**src/kscan_pkg.sv**
```systemverilog
package kscan_pkg;

	// ------------------------------------------------------------
	// register byte offsets on the bus
	// ------------------------------------------------------------
	localparam logic [7:0] OFS_CONTROL_1     = 8'h00;
	localparam logic [7:0] OFS_PIN_FUNCTION  = 8'h04;
	localparam logic [7:0] OFS_COUNTER_TIME  = 8'h08;
	localparam logic [7:0] OFS_COUNTER_START = 8'h0c;
	localparam logic [7:0] OFS_SCAN_COUNTER  = 8'h10;
	localparam logic [7:0] OFS_SCAN_STATUS   = 8'h14;
	localparam logic [7:0] OFS_IRQ_ENABLE    = 8'h18;
	localparam logic [7:0] OFS_STANDBY_FLAGS = 8'h1c;
	localparam logic [7:0] OFS_SCAN_DATA_0   = 8'h20;
	localparam logic [7:0] OFS_SCAN_DATA_END = 8'h3c;

	// ------------------------------------------------------------
	// field positions
	// ------------------------------------------------------------
	localparam int CTL_FUNC_EN   = 0;
	localparam int CTL_SIZE_4X4  = 1;
	localparam int CTL_DATA_CLR  = 2;
	localparam int TIM_PULL_DBL  = 4;
	localparam int TIM_LOW_LEN   = 5;
	localparam int FLAG_MATRIX   = 2;

	// ------------------------------------------------------------
	// reset values and timing counts
	// ------------------------------------------------------------
	localparam logic [7:0] SCAN_DATA_INIT = 8'hff;
	localparam logic [7:0] PERIOD_LAST    = 8'h7f;
	localparam logic [7:0] PERIOD_LAST_X2 = 8'hff;
	localparam int         ROWS_SMALL     = 4;
	localparam int         ROWS_LARGE     = 8;
	// operating clock is the slow crystal input divided by two
	localparam int         OP_CLOCK_DIV   = 2;

endpackage

```
**src/kscan_top.sv**
```systemverilog
// Local design decisions: the Wishbone register port and the address map.
`timescale 1ns/1ps
// Overview of operation
// - select bit 1 gives 4x4, 0 gives 8x8
// - matrix runs only when enabled and pins selected
// - latch inputs into row register at pull-up end
// - four or eight scans per cycle into registers
// - changed row value sets matrix change flag
// - enabled matrix flag requests interrupt and wakeup
// - scanning continues after flag until counter stops
// - pull-up duration set by counter clock select
// - pull-up period 8..64 ms, doubled by bit
// - scan low for duration or whole period
// - interrupt while any enabled change flag set
// - interrupt in standby sets standby release flag
// - module standby halts block and register access
// - scanning continues after interrupt, data overwritten
// - deselected input reads 1, no pull-up, no output
// - disabled function makes pins read 1
// - writes take effect on operating clock tick (interrupt enable, flag-clear and standby-flag-clear writes act at once here)
// - data clear bit holds data registers initial
// - only scanned output low, others high
// - counter clock is crystal divided by 2..16
// - counter counts while started, clears at period
module kscan_top
(
	// system
	input  wire logic        clk_i,
	input  wire logic        rst_i,
	// classic wishbone slave
	input  wire logic        cyc_i,
	input  wire logic        stb_i,
	input  wire logic        we_i,
	input  wire logic [7:0]  adr_i,
	input  wire logic [3:0]  sel_i,
	input  wire logic [31:0] dat_i,
	output logic      [31:0] dat_o,
	output logic             ack_o,
	// power management
	input  wire logic        module_stop_i,
	input  wire logic        soft_standby_i,
	output logic             osc_enable_o,
	output logic             wake_o,
	// key input change events from the plain key-input logic
	input  wire logic [1:0]  key_change_i,
	// slow crystal input and matrix pins
	input  wire logic        slow_crystal_input_i,
	input  wire logic [7:0]  matrix_in_i,
	output logic      [7:0]  pullup_en_o,
	output logic      [7:0]  scan_output_pins_n_o,
	output logic      [7:0]  scan_output_pins_oe_o,
	// interrupt
	output logic             scan_interrupt_o
);

	// ------------------------------------------------------------
	// helpers
	// ------------------------------------------------------------
	// counter clock prescale mask for divide by 2, 4, 8 or 16
	function automatic logic [3:0] div_mask(input logic [1:0] sel);
		div_mask = (sel == 2'b00) ? 4'h1 : (sel == 2'b01) ? 4'h3 :
		           (sel == 2'b10) ? 4'h7 : 4'hf;
	endfunction

	// ------------------------------------------------------------
	// state
	// ------------------------------------------------------------
	logic        clr;
	logic        xtal_s1, xtal_s2, xtal_s3;
	logic [7:0]  in_s1, in_s2;
	logic [3:0]  prescale;
	// bus-side copies, updated at once by bus accesses
	logic [2:0]  control_1;
	logic [15:0] pin_function_control;
	logic [5:0]  counter_timing_control;
	logic        counter_start_reg;
	logic [2:0]  scan_status;
	logic [2:0]  scan_irq_enable_reg;
	logic        standby_release_flag;
	logic [2:0]  flag_seen;
	// copies the scan logic uses, taken on the operating clock tick
	logic [2:0]  act_ctrl;
	logic [15:0] act_pins;
	logic [5:0]  act_timing;
	logic        counter_run;
	logic [7:0]  scan_counter;
	logic [2:0]  row;
	logic [7:0]  scan_data [0:7];

	// module standby initialises the block as reset does, except the bus ack and read data
	assign clr          = rst_i | module_stop_i;
	assign osc_enable_o = ~module_stop_i;

	// ------------------------------------------------------------
	// slow clock recovery
	// ------------------------------------------------------------
	logic xtal_rise, op_tick, cnt_tick;
	assign xtal_rise = xtal_s2 & ~xtal_s3;
	assign op_tick   = xtal_rise & prescale[0];
	assign cnt_tick  = xtal_rise & ((prescale & div_mask(act_timing[1:0]))
	                   == div_mask(act_timing[1:0]));

	// crystal and pin synchronisers, prescaler on crystal rising edges
	always_ff @(posedge clk_i)
	begin
		xtal_s1 <= slow_crystal_input_i;
		xtal_s2 <= xtal_s1;
		xtal_s3 <= xtal_s2;
		in_s1   <= matrix_in_i;
		in_s2   <= in_s1;
		if (clr)
			prescale <= 4'h0;
		else if (xtal_rise)
			prescale <= prescale + 4'h1;
	end

	// ------------------------------------------------------------
	// bus decode
	// ------------------------------------------------------------
	logic bus_req, bus_wr, bus_rd, bus_open, data_hit;
	logic [2:0] data_idx;
	assign bus_req  = cyc_i & stb_i;
	// standby keeps the bus answering, but access has no effect
	assign bus_open = bus_req & ack_o & ~module_stop_i;
	assign bus_wr   = bus_open & we_i & sel_i[0];
	assign bus_rd   = bus_open & ~we_i;
	assign data_hit = (adr_i >= kscan_pkg::OFS_SCAN_DATA_0) &&
	                  (adr_i <= kscan_pkg::OFS_SCAN_DATA_END);
	assign data_idx = adr_i[4:2];

	logic [7:0] rd_byte;
	// reads show the applied copies, so a read-back confirms a write
	assign rd_byte =
		(adr_i == kscan_pkg::OFS_CONTROL_1)     ? {5'h00, act_ctrl} :
		(adr_i == kscan_pkg::OFS_PIN_FUNCTION)  ? act_pins[7:0] :
		(adr_i == kscan_pkg::OFS_COUNTER_TIME)  ? {2'h0, act_timing} :
		(adr_i == kscan_pkg::OFS_COUNTER_START) ? {7'h00, counter_run} :
		(adr_i == kscan_pkg::OFS_SCAN_COUNTER)  ? scan_counter :
		(adr_i == kscan_pkg::OFS_SCAN_STATUS)   ? {5'h00, scan_status} :
		(adr_i == kscan_pkg::OFS_IRQ_ENABLE)    ? {5'h00, scan_irq_enable_reg} :
		(adr_i == kscan_pkg::OFS_STANDBY_FLAGS) ? {7'h00, standby_release_flag} :
		data_hit                                ? scan_data[data_idx] : 8'h00;
	logic [7:0] rd_hi;
	assign rd_hi = (adr_i == kscan_pkg::OFS_PIN_FUNCTION) ? act_pins[15:8] : 8'h00;

	// one wait state: ack one cycle after the strobe, dropped the cycle after
	always_ff @(posedge clk_i)
	begin
		if (rst_i)
		begin
			ack_o <= 1'b0;
			dat_o <= 32'h0000_0000;
		end
		else
		begin
			ack_o <= bus_req & ~ack_o;
			dat_o <= (module_stop_i | we_i) ? 32'h0000_0000 : {16'h0000, rd_hi, rd_byte};
		end
	end

	// ------------------------------------------------------------
	// control registers
	// ------------------------------------------------------------
	logic w_ctl, w_pin, w_tim, w_run, w_ien;
	assign w_ctl = bus_wr & (adr_i == kscan_pkg::OFS_CONTROL_1);
	assign w_pin = bus_wr & (adr_i == kscan_pkg::OFS_PIN_FUNCTION);
	assign w_tim = bus_wr & (adr_i == kscan_pkg::OFS_COUNTER_TIME);
	assign w_run = bus_wr & (adr_i == kscan_pkg::OFS_COUNTER_START);
	assign w_ien = bus_wr & (adr_i == kscan_pkg::OFS_IRQ_ENABLE);

	always_ff @(posedge clk_i)
	begin
		if (clr)
		begin
			control_1              <= 3'h0;
			pin_function_control   <= 16'h0000;
			counter_timing_control <= 6'h00;
			counter_start_reg      <= 1'b0;
			scan_irq_enable_reg    <= 3'h0;
		end
		else
		begin
			if (w_ctl)
				control_1 <= dat_i[2:0];
			if (w_pin & sel_i[1])
				pin_function_control <= dat_i[15:0];
			if (w_tim)
				counter_timing_control <= {dat_i[5:4], 2'b00, dat_i[1:0]};
			if (w_run)
				counter_start_reg <= dat_i[0];
			if (w_ien)
				scan_irq_enable_reg <= dat_i[2:0];
		end
	end

	// writes reach the scan logic only on the operating clock tick
	always_ff @(posedge clk_i)
	begin
		if (clr)
		begin
			act_ctrl    <= 3'h0;
			act_pins    <= 16'h0000;
			act_timing  <= 6'h00;
			counter_run <= 1'b0;
		end
		else if (op_tick)
		begin
			act_ctrl    <= control_1;
			act_pins    <= pin_function_control;
			act_timing  <= counter_timing_control;
			counter_run <= counter_start_reg;
		end
	end

	// ------------------------------------------------------------
	// scan counter and row sequencing
	// ------------------------------------------------------------
	logic       func_en, size_4x4, at_last, duration, latch;
	logic [2:0] last_row;
	logic [7:0] period_last, in_sel_eff, sample, out_sel_eff;
	assign func_en     = act_ctrl[kscan_pkg::CTL_FUNC_EN];
	assign size_4x4    = act_ctrl[kscan_pkg::CTL_SIZE_4X4];
	assign last_row    = size_4x4 ? 3'(kscan_pkg::ROWS_SMALL - 1) :
	                                3'(kscan_pkg::ROWS_LARGE - 1);
	// period is 128 counter clocks, or 256 with the doubling bit
	assign period_last = act_timing[kscan_pkg::TIM_PULL_DBL] ?
	                     kscan_pkg::PERIOD_LAST_X2 : kscan_pkg::PERIOD_LAST;
	assign at_last     = scan_counter == period_last;
	// pull-up duration is the first counter clock of each period
	assign duration    = counter_run & (scan_counter == 8'h00);
	assign latch       = duration & cnt_tick;
	// an unselected or disabled input, or a row bit past a 4x4 matrix, reads as 1
	assign in_sel_eff  = act_pins[7:0] & {8{func_en}} &
	                     (size_4x4 ? 8'h0f : 8'hff);
	assign sample      = in_s2 | ~in_sel_eff;
	assign out_sel_eff = act_pins[15:8] & {8{func_en}} &
	                     (size_4x4 ? 8'h0f : 8'hff);

	// counter runs while started; stopping clears it and the row pointer
	always_ff @(posedge clk_i)
	begin
		if (clr || !counter_run)
		begin
			scan_counter <= 8'h00;
			row          <= 3'h0;
		end
		else if (cnt_tick)
		begin
			scan_counter <= at_last ? 8'h00 : scan_counter + 8'h01;
			if (at_last)
				row <= (row >= last_row) ? 3'h0 : row + 3'h1;
		end
	end

	// ------------------------------------------------------------
	// scan data registers
	// ------------------------------------------------------------
	logic changed;
	assign changed = latch & ~act_ctrl[kscan_pkg::CTL_DATA_CLR] &
	                 (sample != scan_data[row]);

	// data keeps being overwritten after a change is flagged
	genvar gi;
	generate
		for (gi = 0; gi < 8; gi++)
		begin : g_data
			always_ff @(posedge clk_i)
			begin
				if (clr || act_ctrl[kscan_pkg::CTL_DATA_CLR])
					scan_data[gi] <= kscan_pkg::SCAN_DATA_INIT;
				else if (latch && row == 3'(gi))
					scan_data[gi] <= sample;
			end
		end
	endgenerate

	// ------------------------------------------------------------
	// change flags, interrupt and standby release
	// ------------------------------------------------------------
	logic [2:0] flag_set, flag_clr;
	logic       rd_status;
	assign rd_status = bus_rd & (adr_i == kscan_pkg::OFS_SCAN_STATUS);
	assign flag_set  = {changed, key_change_i};
	// a flag clears by writing 0 after it was read as 1; a new event wins
	assign flag_clr  = {3{bus_wr & (adr_i == kscan_pkg::OFS_SCAN_STATUS)}} &
	                   ~dat_i[2:0] & flag_seen;

	always_ff @(posedge clk_i)
	begin
		if (clr)
		begin
			scan_status <= 3'h0;
			flag_seen   <= 3'h0;
		end
		else
		begin
			scan_status <= flag_set | (scan_status & ~flag_clr);
			if (rd_status)
				flag_seen <= scan_status;
			else
				flag_seen <= flag_seen & ~flag_clr;
		end
	end

	// irq follows the flags, so clearing the flag withdraws it
	assign scan_interrupt_o = |(scan_status & scan_irq_enable_reg);
	assign wake_o           = scan_interrupt_o;

	logic w_sby;
	assign w_sby = bus_wr & (adr_i == kscan_pkg::OFS_STANDBY_FLAGS) & ~dat_i[0];
	always_ff @(posedge clk_i)
	begin
		if (clr)
			standby_release_flag <= 1'b0;
		else if (soft_standby_i & scan_interrupt_o)
			standby_release_flag <= 1'b1;
		else if (w_sby)
			standby_release_flag <= 1'b0;
	end

	// ------------------------------------------------------------
	// pin drive
	// ------------------------------------------------------------
	logic       low_window;
	logic [7:0] row_onehot;
	// low for the pull-up duration or for the whole period
	assign low_window = act_timing[kscan_pkg::TIM_LOW_LEN] ? counter_run : duration;
	assign row_onehot = 8'h01 << row;

	// registered so the pins never glitch between two rows
	always_ff @(posedge clk_i)
	begin
		if (clr)
		begin
			scan_output_pins_n_o  <= 8'hff;
			scan_output_pins_oe_o <= 8'h00;
			pullup_en_o           <= 8'h00;
		end
		else
		begin
			scan_output_pins_n_o  <= ~(row_onehot & out_sel_eff & {8{low_window}});
			scan_output_pins_oe_o <= out_sel_eff;
			pullup_en_o           <= in_sel_eff & {8{duration}};
		end
	end

	// ------------------------------------------------------------
	// checks
	// ------------------------------------------------------------
	a_ack_single: assert property (@(posedge clk_i) disable iff (rst_i)
		ack_o |=> !ack_o)
		else $error("ack held longer than one cycle");

	a_change_flag: assert property (@(posedge clk_i) disable iff (clr)
		changed |=> scan_status[kscan_pkg::FLAG_MATRIX])
		else $error("row change did not set the matrix flag");

	a_irq_raised: assert property (@(posedge clk_i) disable iff (clr)
		scan_status[2] && scan_irq_enable_reg[2] |-> scan_interrupt_o && wake_o)
		else $error("enabled matrix flag without interrupt");

	a_one_row_low: assert property (@(posedge clk_i) disable iff (clr)
		$onehot0(~scan_output_pins_n_o))
		else $error("more than one scan output low");

	a_latch_point: assert property (@(posedge clk_i) disable iff (clr)
		latch |=> scan_counter == 8'h01 || !counter_run)
		else $error("latch outside pull-up end");

	a_clear_holds: assert property (@(posedge clk_i) disable iff (clr)
		act_ctrl[kscan_pkg::CTL_DATA_CLR] |=>
			scan_data[0] == kscan_pkg::SCAN_DATA_INIT && scan_data[7] == kscan_pkg::SCAN_DATA_INIT)
		else $error("data not held while clear bit set");

	a_stop_clears: assert property (@(posedge clk_i) disable iff (clr)
		!counter_run |=> scan_counter == 8'h00 && row == 3'h0)
		else $error("counter not cleared when stopped");

	a_sync_write: assert property (@(posedge clk_i) disable iff (clr)
		$changed(counter_run) |-> $past(op_tick))
		else $error("start bit took effect off the operating tick");

	a_wake_flag: assert property (@(posedge clk_i) disable iff (clr)
		soft_standby_i && scan_interrupt_o |=> standby_release_flag)
		else $error("standby release flag not set");

	a_low_window: assert property (@(posedge clk_i) disable iff (clr)
		!act_timing[kscan_pkg::TIM_LOW_LEN] && !duration && $stable(act_timing)
			|=> scan_output_pins_n_o == 8'hff)
		else $error("scan output low outside pull-up duration");

endmodule

```
**config.mk**
```make
export PLATFORM = sky130hd
export DESIGN_NAME = kscan_top
export DESIGN_NICKNAME = d
export VERILOG_FILES = /design/src/kscan_pkg.sv /design/src/kscan_top.sv
export SDC_FILE = /design/constraint.sdc
export NUM_CORES = 1
export LEC_CHECK = 0
export BUFFER_PORTS_ARGS = -buffer_cell sky130_fd_sc_hd__buf_2
export CAP_MARGIN = 20
export CORE_MARGIN = 4
export CORE_UTILIZATION = 41
export CTS_CLUSTER_DIAMETER = 200
export DETAILED_ROUTE_END_ITERATION = 8
export MAX_ROUTING_LAYER = met4
export REMOVE_ABC_BUFFERS = 1
export SYNTH_ARGS = -nofsm -noshare
export SYNTH_HDL_FRONTEND = slang
export SYNTH_SLANG_ARGS = --single-unit
```
**constraint.sdc**
```tcl
create_clock -name clk_i -period 2.3 [get_ports clk_i]
set_clock_uncertainty 0.1 [all_clocks]
set_input_delay 0.23 -clock clk_i [delete_from_list [all_inputs] [get_ports clk_i]]
set_output_delay 0.23 -clock clk_i [all_outputs]
set_load 0.02 [all_outputs]
```
Word-level counts from Yosys, hierarchy flattened
Memory sizes are Yosys's and may differ from the RTL's. A register that Yosys moved wholly into a read port is not among the register bits.
Index checks and enable logic that the tools add are counted.
{"block": "op_classes", "n_shift": 1, "mux": 57, "n_reduce_logical": 22, "n_lt_le_gt_ge": 3, "n_eq_ne": 19, "add_sub_neg": 3, "n_bitwise": 61}
{"cell": "$mux 8", "n": 20}
{"cell": "$and 8x8->8", "n": 7}
{"cell": "$eq 8x5->1 const B", "n": 4}
{"cell": "$mux 1", "n": 29}
{"cell": "$and 1x1->1", "n": 25}
{"cell": "$eq 8x4->1 const B", "n": 2}
{"cell": "$logic_not 8->1", "n": 2}
{"cell": "$not 8->8", "n": 2}
{"cell": "$and 3x3->3", "n": 5}
{"cell": "$mux 3", "n": 5}
{"cell": "$eq 3x3->1 const B", "n": 4}
{"cell": "$mux 4", "n": 3}
{"cell": "$or 1x1->1", "n": 10}
{"cell": "$logic_and 1x1->1", "n": 9}
{"cell": "$reduce_or 3->1", "n": 3}
{"cell": "$add 8x1->8 const B", "n": 1}
{"cell": "$eq 8x3->1 const B", "n": 1}
{"cell": "$eq 8x8->1", "n": 1}
{"cell": "$ge 8x6->1 const B", "n": 1}
{"cell": "$le 8x6->1 const B", "n": 1}
{"cell": "$ne 8x8->1", "n": 1}
{"cell": "$or 8x8->8", "n": 1}
{"cell": "$shl 1x3->8 const A", "n": 1}
{"cell": "$not 1->1", "n": 7}
{"cell": "18 further kinds", "n": 21}
{"block": "word_totals", "register_bits": 149, "output_inout_bits": 60, "mem_bits_rw": 64, "memories": 1}
{"memory": "scan_data", "words": 8, "word_bits": 8, "rd": 2, "rd_clocked_by_memory_dff": 1, "write_ports": 8, "line_no": "kscan_top.sv:88", "text": "logic [7:0] scan_data [0:7];"}

Depth between registers and ports, before layout
Gate-level depths: netlist (run 1).
{"block": "logic_depth", "ltp_word": 13, "mapped_depth": 9, "depth_no_buf": 7}

Least setup slack after synthesis (run 1)
Ideal clock, no wire load.
{"block": "synth_timing", "path_type": "flip-flop to flip-flop", "startpoint": "register scan_counter[0]", "endpoint": "memory scan_data[0][0] (enable)", "arrival_ps": 1962, "slack_ps": -146, "period_less_slack_ps": 2446, "path_buffers": 1, "path_stages_with_launch": 8, "t_required_ps": 1816, "setup_ps": 384, "path_cell_list": "dfxtp_1 inv_1 ha_1 nor4b_1 and4b_1 clkbuf_1 nand2_1 o21ai_0"}
{"element": "from (decl)", "line_no": "kscan_top.sv:86", "text": "logic [7:0] scan_counter;"}
{"element": "from (signal assigned)", "line_no": "kscan_top.sv:249", "text": "scan_counter <= at_last ? 8'h00 : scan_counter + 8'h01;"}
{"element": "to (decl)", "line_no": "kscan_top.sv:88"}

==> flow_summary.rst, run 1 <==
.. list-table::
   :header-rows: 1

   * - Metric
     - Value
   * - FMAX
     - 449 MHz
   * - Number of antenna violations at the first check in global routing
     - 0
   * - Slowest cell delay on critical path
     - about 520 ps
   * - Outcome
     - finished clean
   * - Most frequent cells in the layout
     - sky130_fd_sc_hd__nand2_1, sky130_fd_sc_hd__dfxtp_1, sky130_fd_sc_hd__buf_2, sky130_fd_sc_hd__a21oi_1, sky130_fd_sc_hd__edfxtp_1
   * - Arrival time at the worst endpoint
     - around 2500 ps
   * - Number of nets in the layout
     - 1043
   * - Number of cells on the worst hold path
     - 3
   * - Most common cell after layout, fill and taps aside
     - sky130_fd_sc_hd__nand2_1
   * - Largest area contributor in the synthesized netlist
     - sky130_fd_sc_hd__dfxtp_1
   * - Required time reported for the critical path endpoint
     - 2530 ps
   * - Slew @ Worst Pin
     - around 520 ps
   * - Total number of yosys warnings
     - 0
   * - Share of the clock period used by the worst path
     - ~97%
   * - GR Overflow Total
     - 0
   * - Vias in the first global route
     - approximately 6300
   * - Crit path cell chain
     - buf_12 -> mux4_2 -> mux2i_2 -> xor2_2 -> nor4_1 -> nand4_1 -> a32o_1
   * - End point of the most critical hold path
     - pin_function_control[0]
   * - Pre-CTS setup slack
     - 28.4 ps
   * - Period minus WS final
     - 2230 ps
   * - Ratio of routed vias to standard cells
     - 5.18
   * - Register bank with the most flops
     - scan_data
   * - Crit path buffers/inverters
     - 1
   * - Crit start category
     - register
   * - Placed cell area
     - approximately 9500 um^2
   * - Count of routing violations after the opening detailed-route iteration
     - ~470
   * - Sinks on the clock net
     - 200
   * - Clock transition at the register clock pins on the worst setup and hold paths after CTS
     - 70 ps
   * - Fraction of layout cells with a size suffix above 1
     - 23.5%
   * - Hold Fails Final Rpt
     - 0
   * - Count of buffers inserted at the top-level ports
     - 87
   * - Pwr Density
     - 658 nW/um^2
   * - Netlist area before placement
     - 8470 um^2
   * - Number of I/O pins
     - 122
   * - Terminus of the critical flop-to-flop path
     - scan_status[2]
   * - Relative slew slack
     - between 60% and 70%
   * - Sequential fraction of the synthesis area
     - 54.9%
   * - Pin count of the biggest net entering global routing
     - between 40 and 50
   * - Post-Layout Inst Area
     - 10500 um^2
   * - Die Wd
     - approximately 150 um
   * - Overall Global Routing Usage
     - 21.2%
   * - Number of design rule violations left after detail routing
     - 0
   * - Area of the core region
     - 20300 um^2
   * - Post-route antenna net violation count
     - 0
   * - Count of flip-flops with a built-in enable after synthesis
     - 64
   * - Most frequently used flop master after synthesis
     - sky130_fd_sc_hd__dfxtp_1
   * - Cell leakage power
     - ~3.7 nW
   * - Family with the most delay on the worst path
     - multiplexers
   * - Element type at the critical path end
     - register
   * - Setup slack of the most critical reg-to-reg path
     - 70 ps
   * - Total setup violations reported at the end of the flow
     - 0
   * - Y dimension of the die
     - about 150 um
   * - CTS H-Tree Depth
     - 4
   * - Routability Congestion
     - 0.899
   * - Total routed wirelength
     - between 20000 and 25000 um
   * - Area added between synthesis and finish
     - 23.4%
   * - Iteration count of the initial detailed-routing pass
     - 5
   * - Most area-consuming cells after synthesis
     - sky130_fd_sc_hd__dfxtp_1, sky130_fd_sc_hd__edfxtp_1, sky130_fd_sc_hd__nand2_1
   * - Number of max-slew violations in the final report
     - 0
   * - Num CTS Buffers
     - 17
   * - Asr flop ratio synth
     - 0%
   * - Post-synthesis cell type count
     - 58
   * - Dpl hpwl
     - 16100 um
   * - Largest fanout on the critical path
     - 12
   * - Number of rows created at floorplan
     - 52
   * - Most utilized layer in the global route result
     - met2
   * - TritonCTS clock tree
     - yes
   * - Classification of the worst-slack hold path
     - input pin to register
   * - Number of buffers on the longest clock path
     - 2
   * - Gate Count Post-Synth
     - between 800 and 900
   * - Initial core utilization
     - between 40% and 50%
   * - Slowest cell on crit path
     - sky130_fd_sc_hd__mux4_2
   * - Floorplan die area
     - roughly 23000 um^2
   * - Worst Reg-to-Reg Cells
     - 7
   * - Worst setup path category
     - register to register
   * - Least setup slack across all paths after layout
     - 71.4 ps
   * - Wire length of the first global-routing pass
     - approximately 35000 um
   * - Clk Latency, worst-skew pair
     - around 440 ps
   * - Routed wire length per instance
     - 18.5 um
   * - Number of maximum-capacitance constraint violations
     - 0
   * - Origin of the worst min-delay path
     - dat_i[0]
   * - Share of the synthesized area in the top cell type
     - 32.2%
   * - Max FFs per register
     - 64
   * - Global routing usage on met1
     - a little under 30%
   * - RSZ-0062 raised after global routing
     - true
   * - Total number of vias
     - approximately 6500
   * - Average cell area after synthesis
     - 10.4 um^2
   * - #FFs+latches synth
     - 200
   * - Peak ir drop on the vdd network
     - 0.000450 V
   * - Count of inserted antenna diode cells
     - 0
   * - Global Route met3 Usage
     - 4.64%
   * - Master cell of the clock root buffer
     - sky130_fd_sc_hd__clkbuf_16
   * - Met2 capacity usage during global routing
     - 31.0%
-- timing repair --
item / in CTS / in global routing
setup buffers: 0 / 3
gates resized for setup: 0 / 8
setup endpoints to repair: 0 / 129
hold buffers: 29 / 0
hold endpoints to repair: 31 / 0
-- power breakdown --
part	internal, mW	total, mW	switching [mW]
logic	0.122	0.307	0.185
clock network	1.54	2.90	1.36
registers	3.65	3.66	0.0103
total	5.31	6.87	1.56
-- per-layer routing --
layer / part of all wire (%) / vias up / routed length [um]
li1: - / 3148 / -
met1: 48 / 3096 / 11000
met2: 44 / 210 / 10200
met3: 6.4 / 33 / 1490
met4: 1.9 / 0 / 435
met5: 0 / - / 0
-- synthesized netlist by cell type (all sizes together), types with 2 or more instances --
library cell  instances
o2111a                2
nand4                13
a21oi                66
a221oi                6
and3                 24
or3b                  2
nor3                  7
clkbuf               21
nor3b                 4
o211ai                5
nor2                 52
buf                  35
nor4                  3
edfxtp               64
xnor2                 3
ha                   10
a22oi                 5
inv                  11
nand3                19
nor2b                 6
o21ai                14
mux4                 24
nand2               186
a2bb2oi               2
dfxtp               136
nand2b                3
and2                 10
o22ai                 6
mux2i                37
a22o                  3
or3                   2
or4                   3
xor2                 13
-- worst reg2reg max path, cell delays in order (launching register included) --
cell and delay [ps]:
sky130_fd_sc_hd__dfxtp_2 340, sky130_fd_sc_hd__buf_12 140, sky130_fd_sc_hd__mux4_2 520, sky130_fd_sc_hd__mux2i_2 210
sky130_fd_sc_hd__xor2_2 120, sky130_fd_sc_hd__nor4_1 280, sky130_fd_sc_hd__nand4_1 180, sky130_fd_sc_hd__a32o_1 240
-- through the flow --
step / hold slack (ps) / cells / TNS, ps / power (mW) / util [%]
global route: 34.8 / 1253 / -42.5 / 7.11 / 51.5
global placement: 212 / 1190 / 0 / 4.01 / 47.0
floorplan: 158 / 770 / -53320 / 3.85 / -
detailed placement: 212 / 1190 / 0 / 4.01 / 47.0
CTS: 16.1 / 1250 / 0 / 6.92 / 51.2
finish: 27.0 / 1253 / 0 / 6.87 / 51.5
-- cell families after synthesis --
group / Yosys count / share of synthesized area (%)
simple gates: 341 / 18.9
flops: 200 / 54.9
compound gates: 114 / 8.02
buf+inv: 68 / 4.33
mux: 61 / 10.8
xor+xnor: 16 / 1.66
fa+ha+maj: 10 / 1.48
other cells: 1 / 0.0443
-- how the worst max path moves through the flow --
| stage | startpoint | to | depth (start not counted) | slack [ps] |
|---|---|---|---|---|
| after floorplan | xtal_s2 | scan_data[0][0] | 5 | -590 |
| after global placement | adr_i[2] | dat_o[1] | 7 | 70 |
| after detailed placement | adr_i[2] | dat_o[3] | 7 | 30 |
| after CTS | register | scan_status[2] | 7 | 60 |
| after global routing | register | scan_status[2] | 7 | -40 |
| final | register | scan_status[2] | 7 | 70 |
-- area by class of cell --
| class | instances | area (um^2) |
|---|---|---|
| Timing Repair Buffer | 182 | 1320 |
| Fill cell | 1885 | 9850 |
| Inverter | 12 | 45.0 |
| Clock buffer | 20 | 447 |
| Clock inverter | 11 | 109 |
| Multi-Input combinational cell | 558 | 3550 |
| Sequential cell | 200 | 4650 |
| Tap cell | 270 | 338 |
Note: power is estimated with default switching activity, not from simulation.
==> run 2, diff against run 1 <==
--- a/config.mk
+++ b/config.mk
@@ -7,11 +7,14 @@
 export LEC_CHECK = 0
 export BUFFER_PORTS_ARGS = -buffer_cell sky130_fd_sc_hd__buf_2
 export CAP_MARGIN = 20
+export CELL_PAD_IN_SITES_DETAIL_PLACEMENT = 0
+export CELL_PAD_IN_SITES_GLOBAL_PLACEMENT = 1
 export CORE_MARGIN = 4
 export CORE_UTILIZATION = 41
 export CTS_CLUSTER_DIAMETER = 200
 export DETAILED_ROUTE_END_ITERATION = 8
 export MAX_ROUTING_LAYER = met4
+export PLACE_DENSITY_LB_ADDON = 0.1
 export REMOVE_ABC_BUFFERS = 1
 export SYNTH_ARGS = -nofsm -noshare
 export SYNTH_HDL_FRONTEND = slang
==> constraint.sdc (replaced) <==
create_clock -name clk_i -period 2.2 [get_ports clk_i]
set_clock_uncertainty 0.1 [all_clocks]
set_input_delay 0.22 -clock clk_i [delete_from_list [all_inputs] [get_ports clk_i]]
set_output_delay 0.22 -clock clk_i [all_outputs]
set_load 0.02 [all_outputs]
==> flow_summary.rst, run 2 (same netlist as run 1, synthesis figures left out) <==
.. list-table::
   :header-rows: 1

   * - Metric
     - Value
   * - Post-route antenna net violation count
     - 0
   * - Period minus WS final
     - between 2000 and 2500 ps
   * - Filler instances
     - approximately 1800
   * - RSZ-0062 raised after global routing
     - true
   * - Most utilized layer in the global route result
     - met2
   * - Cell internal power dissipation
     - 5.44 mW
   * - Count of buffers inserted at the top-level ports
     - 87
   * - Most common cell after layout, fill and taps aside
     - sky130_fd_sc_hd__nand2_1
   * - Register bank with the most flops
     - scan_data
   * - Cell leakage power
     - ~3.8 nW
   * - Crit path cell chain
     - clkbuf_16 -> mux4_2 -> mux2i_1 -> xor2_1 -> nor4_1 -> nand4_1 -> a32o_1
   * - Hold Fails Final Rpt
     - 0
   * - Floorplan die area
     - between 20000 and 25000 um^2
   * - Number of design rule violations left after detail routing
     - 0
   * - Ratio of routed vias to standard cells
     - around 5.3
   * - Clock transition at the register clock pins on the worst setup and hold paths after CTS
     - 80 ps
   * - Slowest cell on crit path
     - sky130_fd_sc_hd__mux4_2
   * - Relative slew slack
     - 62.2%
   * - Global Route met3 Usage
     - 3.24%
   * - Arrival time at the worst endpoint
     - 2460 ps
   * - Net switching power
     - 1.68 mW
   * - Fraction of power spent switching nets
     - 23.6%
   * - Failing checks
     - negative setup slack
   * - Relative contribution of sequential cells to total power
     - 53.8%
   * - Vias in the first global route
     - approximately 6400
   * - Capturing instance or port of the critical path
     - scan_status[2]
   * - Setup slack of the most critical reg-to-reg path
     - -30 ps
   * - FMAX
     - 449 MHz
   * - Number of rows created at floorplan
     - 52
   * - Y dimension of the die
     - 152 um
   * - Share of the clock period used by the worst path
     - 101%
   * - Total setup violations reported at the end of the flow
     - 1
   * - Worst Reg-to-Reg Cells
     - 7
   * - Largest fanout on the critical path
     - 6
   * - Area of the core region
     - approximately 20000 um^2
   * - Peak ir drop on the vdd network
     - 0.000506 V
   * - Sinks on the clock net
     - 200
   * - Die Wd
     - 152 um
   * - Pwr Density
     - 670 nW/um^2
   * - Most frequent cells in the layout
     - sky130_fd_sc_hd__nand2_1, sky130_fd_sc_hd__dfxtp_1, sky130_fd_sc_hd__buf_2, sky130_fd_sc_hd__a21oi_1, sky130_fd_sc_hd__edfxtp_1
   * - Routability Congestion
     - between 0.9 and 1
   * - Wire length of the first global-routing pass
     - 37300 um
   * - Initial core utilization
     - 41.7%
   * - Area added between synthesis and finish
     - 25.4%
   * - Count of routing violations after the opening detailed-route iteration
     - 604
   * - Max FFs per register
     - between 60 and 70
   * - Combinational group share of total power
     - 4.7%
   * - Least setup slack across all paths after layout
     - -28.8 ps
   * - Count of inserted antenna diode cells
     - 0
   * - Global routing usage on met1
     - 31.0%
   * - Clk Latency, worst-skew pair
     - between 400 and 500 ps
   * - Terminus of the critical flop-to-flop path
     - scan_status[2]
   * - Number of cells on the worst hold path
     - 3
   * - Fraction of layout cells with a size suffix above 1
     - 24.9%
   * - Post-layout total power
     - 7.12 mW
   * - Dpl hpwl
     - about 17000 um
   * - Number of maximum-capacitance constraint violations
     - 0
   * - Iteration count of the initial detailed-routing pass
     - 5
   * - Outcome
     - finished with violations
   * - Total routed wirelength
     - 24600 um
   * - Total number of vias
     - 6737
   * - Worst hold slack after final layout
     - 15.7 ps
   * - TritonCTS clock tree
     - yes
   * - Slew @ Worst Pin
     - 561 ps
   * - Number of I/O pins
     - around 120
   * - Fraction of power consumed by the clock network
     - 41.6%
   * - Number of nets in the layout
     - 1049
   * - Overall Global Routing Usage
     - 22.3%
   * - CTS H-Tree Depth
     - 4
   * - Element type at the critical path end
     - register
   * - Slowest cell delay on critical path
     - ~500 ps
   * - Master cell of the clock root buffer
     - sky130_fd_sc_hd__clkbuf_16
   * - Number of antenna violations at the first check in global routing
     - 0
   * - Pin count of the biggest net entering global routing
     - 34
   * - Routed wire length per instance
     - between 15 and 20 um
   * - Number of max-slew violations in the final report
     - 0
   * - Number of buffers on the longest clock path
     - 2
   * - Classification of the worst-slack hold path
     - input pin to register
   * - Required time reported for the critical path endpoint
     - around 2400 ps
   * - GR Overflow Total
     - 0
   * - Met2 capacity usage during global routing
     - 34.8%
   * - Worst setup path category
     - register to register
   * - Num CTS Buffers
     - 17
   * - Crit start category
     - register
## run 2: layout make-up
cell class	count	area (um^2)	share of cell area, %
Inverter	12	45.0	0.424
Clock inverter	13	115	1.08
Timing Repair Buffer	188	1480	13.9
Clock buffer	19	433	4.08
Sequential cell	200	4650	43.8
Tap cell	270	338	3.18
Multi-Input combinational cell	558	3560	33.5
## run 2: worst min path at each step
stage,start,endpoint,slack (ps)
after floorplan,matrix_in_i[0],in_s1[0],150
after global placement,in_s1[6],in_s2[6],210
after detailed placement,in_s1[6],in_s2[6],210
after CTS,dat_i[1],pin_function_control[1],5
after global routing,dat_i[1],pin_function_control[1],10
final,dat_i[1],pin_function_control[1],20
## run 2: metrics by stage
step | TNS [ps] | instances | instance area [um^2] | worst slack (ps) | util [%]
floorplan | -66820 | 770 | 8200 | -692 | -
global placement | -123 | 1196 | 9660 | -123 | 47.6
detailed placement | -222 | 1196 | 9660 | -138 | 47.6
CTS | -4.91 | 1256 | 10500 | -4.91 | 51.8
global route | -120 | 1260 | 10600 | -120 | 52.3
finish | -28.8 | 1260 | 10600 | -28.8 | 52.3
## run 2: worst max-delay path: cells and delay by family (launching register included)
family,cells,cell delay [ps]
xor gates and xnor gates,1,140
buffers and inverters,1,160
DFF,1,380
muxes,2,730
and+or+nand+nor,2,390
AOI/OAI and AO/OA,1,220
## run 2: layer usage
layer | vias up | part of all wire (%)
met4 | 0 | 1.8
met5 | - | 0
met1 | 3280 | 46
met2 | 264 | 46
met3 | 34 | 6.2
li1 | 3159 | -
## run 2: what timing repair did
| action | in CTS | in global routing |
|---|---|---|
| gates resized for setup | 5 | 13 |
| cloned | 0 | 2 |
| pin swaps | 1 | 3 |
| buffers inserted | 0 | 2 |
| setup endpoints to repair | 3 | 136 |
| endpoints found under the hold margin | 29 | 0 |
| hold buffers | 28 | 0 |
## run 2: power by group through the flow
| stage | clock network (mW) | registers (mW) | logic [mW] |
|---|---|---|---|
| 2_1_floorplan | 0 | 3.91 | 0.115 |
| 6_report | 2.96 | 3.83 | 0.332 |
| 3_3_place_gp | 0 | 3.91 | 0.289 |
| 5_1_grt | 3.17 | 3.83 | 0.357 |
| 3_5_place_dp | 0 | 3.91 | 0.291 |
| 4_1_cts | 3.02 | 3.83 | 0.330 |
==> run 3, diff against run 2 <==
--- a/config.mk
+++ b/config.mk
@@ -16,6 +16,7 @@
 export MAX_ROUTING_LAYER = met4
 export PLACE_DENSITY_LB_ADDON = 0.1
 export REMOVE_ABC_BUFFERS = 1
+export SKIP_CTS_REPAIR_TIMING = 1
 export SYNTH_ARGS = -nofsm -noshare
 export SYNTH_HDL_FRONTEND = slang
 export SYNTH_SLANG_ARGS = --single-unit
==> flow_summary.rst, run 3 (same netlist as run 1, synthesis figures left out) <==
.. list-table::
   :header-rows: 1

   * - Metric
     - Value
   * - Sum of negative setup slack
     - -23.0 ps
   * - Routed wire length per instance
     - 19.6 um
   * - Slew @ Worst Pin
     - 541 ps
   * - Least setup slack across all paths after layout
     - -23.0 ps
   * - Overall Global Routing Usage
     - 22.2%
   * - Most frequent cells in the layout
     - sky130_fd_sc_hd__nand2_1, sky130_fd_sc_hd__dfxtp_1, sky130_fd_sc_hd__buf_2, sky130_fd_sc_hd__a21oi_1, sky130_fd_sc_hd__edfxtp_1
   * - Share of the clock period used by the worst path
     - 101%
   * - Failing checks
     - negative hold slack, negative setup slack
   * - Combinational group share of total power
     - 4.6%
   * - Element type at the critical path end
     - register
   * - Required time reported for the critical path endpoint
     - approximately 2400 ps
   * - Num CTS Buffers
     - 17
   * - TritonCTS clock tree
     - yes
   * - Number of design rule violations left after detail routing
     - 0
   * - RSZ-0062 raised after global routing
     - true
   * - Iteration count of the initial detailed-routing pass
     - 5
   * - Largest fanout on the critical path
     - 6
   * - Clock transition at the register clock pins on the worst setup and hold paths after CTS
     - approximately 80 ps
   * - Period minus WS final
     - 2220 ps
   * - Y dimension of the die
     - 152 um
   * - Post-route antenna net violation count
     - 0
   * - Total number of vias
     - 6695
   * - Total routed wirelength
     - 24600 um
   * - Fraction of layout cells with a size suffix above 1
     - 24.9%
   * - Clk Latency, worst-skew pair
     - 440 ps
   * - Count of buffers inserted at the top-level ports
     - 87
   * - Number of maximum-capacitance constraint violations
     - 0
   * - Relative slew slack
     - between 60% and 70%
   * - Cell internal power dissipation
     - between 5 and 6 mW
   * - Worst setup path category
     - register to register
   * - Crit start category
     - register
   * - Pre-CTS setup slack
     - -138 ps
   * - Classification of the worst-slack hold path
     - input pin to register
   * - Area added between synthesis and finish
     - 25.2%
   * - Sinks on the clock net
     - 200
   * - CTS H-Tree Depth
     - 4
   * - Number of rows created at floorplan
     - 52
   * - Number of max-slew violations in the final report
     - 0
   * - FMAX
     - 450 MHz
   * - Post-layout total power
     - roughly 7 mW
   * - Worst hold slack after final layout
     - -2.01 ps
   * - Wire length of the first global-routing pass
     - around 37000 um
   * - GR Overflow Total
     - 0
   * - Vias in the first global route
     - 6325
   * - Area of the core region
     - 20300 um^2
   * - Number of I/O pins
     - 122
   * - Most common cell after layout, fill and taps aside
     - sky130_fd_sc_hd__nand2_1
   * - Fraction of power spent switching nets
     - 23.8%
   * - Dpl hpwl
     - 17300 um
   * - Fraction of power consumed by the clock network
     - a little over two fifths
   * - Origin of the worst min-delay path
     - dat_i[2]
   * - Outcome
     - finished with violations
   * - Ratio of routed vias to standard cells
     - 5.32
   * - Total setup violations reported at the end of the flow
     - 1
   * - Initial core utilization
     - 41.7%
   * - Pin count of the biggest net entering global routing
     - 34
   * - Number of nets in the layout
     - approximately 1000
   * - Cell leakage power
     - between 3 and 4 nW
   * - Number of buffers on the longest clock path
     - 2
   * - Net switching power
     - 1.69 mW
   * - Arrival time at the worst endpoint
     - 2450 ps
   * - Pwr Density
     - 673 nW/um^2
   * - Register bank with the most flops
     - scan_data
   * - Hold Fails Final Rpt
     - 1
   * - Count of routing violations after the opening detailed-route iteration
     - 570
   * - Max FFs per register
     - 64
   * - Number of antenna violations at the first check in global routing
     - 0
   * - Routability Congestion
     - 0.901
   * - Die Wd
     - 152 um
   * - Master cell of the clock root buffer
     - sky130_fd_sc_hd__clkbuf_16
   * - Relative contribution of sequential cells to total power
     - 53.7%
   * - Count of inserted antenna diode cells
     - 0
   * - Peak ir drop on the vdd network
     - between 0.0005 and 0.0006 V
   * - Floorplan die area
     - 23000 um^2
   * - Filler instances
     - 1837
-- run 3: changes by cell type in the layout (fill, tap and decap cells not counted), sizes merged --
| cell | delta |
|---|---|
| buf | -1 |
| dlygate4sd3 | -1 |
-- run 3: path summary, 6_finish.rpt --
kind | end | slack (ps) | cells past startpoint
setup / recovery | scan_status[2] | -20 | 7
hold / removal | pin_function_control[2] | -2 | 3
setup reg to reg | scan_status[2] | -20 | 7
hold reg to reg | in_s2[5] | 230 | 0
-- run 3: worst max-delay path, stage by stage (launching register included) --
cell	delay (ps)
sky130_fd_sc_hd__dfxtp_4	390
sky130_fd_sc_hd__clkbuf_16	160
sky130_fd_sc_hd__mux4_2	490
sky130_fd_sc_hd__mux2i_1	230
sky130_fd_sc_hd__xor2_1	140
sky130_fd_sc_hd__nor4_1	220
sky130_fd_sc_hd__nand4_1	170
sky130_fd_sc_hd__a32o_1	220
-- run 3: final cells by class --
type | count | area [um^2] | area share, %
clock inverters | 13 | 115 | 1.09
flip-flops and latches | 200 | 4650 | 43.9
multi-input cells | 558 | 3570 | 33.7
repair buffers | 186 | 1450 | 13.7
well taps | 270 | 338 | 3.19
clock buffers | 19 | 433 | 4.08
inverters | 12 | 45.0 | 0.425
-- run 3: stage by stage --
| step | util [%] | std cells | instance area [um^2] | hold slack (ps) |
|---|---|---|---|---|
| after detailed placement | 47.6 | 1196 | 9660 | 212 |
| after global routing | 52.2 | 1258 | 10600 | 8.86 |
| final | 52.2 | 1258 | 10600 | -2.01 |
| after floorplan | - | 770 | 8200 | 148 |
| after CTS | 50.3 | 1228 | 10200 | -233 |
| after global placement | 47.6 | 1196 | 9660 | 211 |
-- run 3: power by group through the flow --
stage / sequential [mW] / clock [mW] / combinational, mW
global placement: 3.91 / 0 / 0.289
finish: 3.83 / 2.97 / 0.331
CTS: 3.83 / 3.02 / 0.292
detailed placement: 3.91 / 0 / 0.291
global route: 3.83 / 3.17 / 0.355
floorplan: 3.91 / 0 / 0.115
-- run 3: layer usage --
metal  share of wire, %  track usage, %  wire [um]
met5                  0               -          0
met4                1.5            5.48        364
met3                5.7            3.27       1400
met2                 46            34.5      11400
met1                 46            30.7      11400
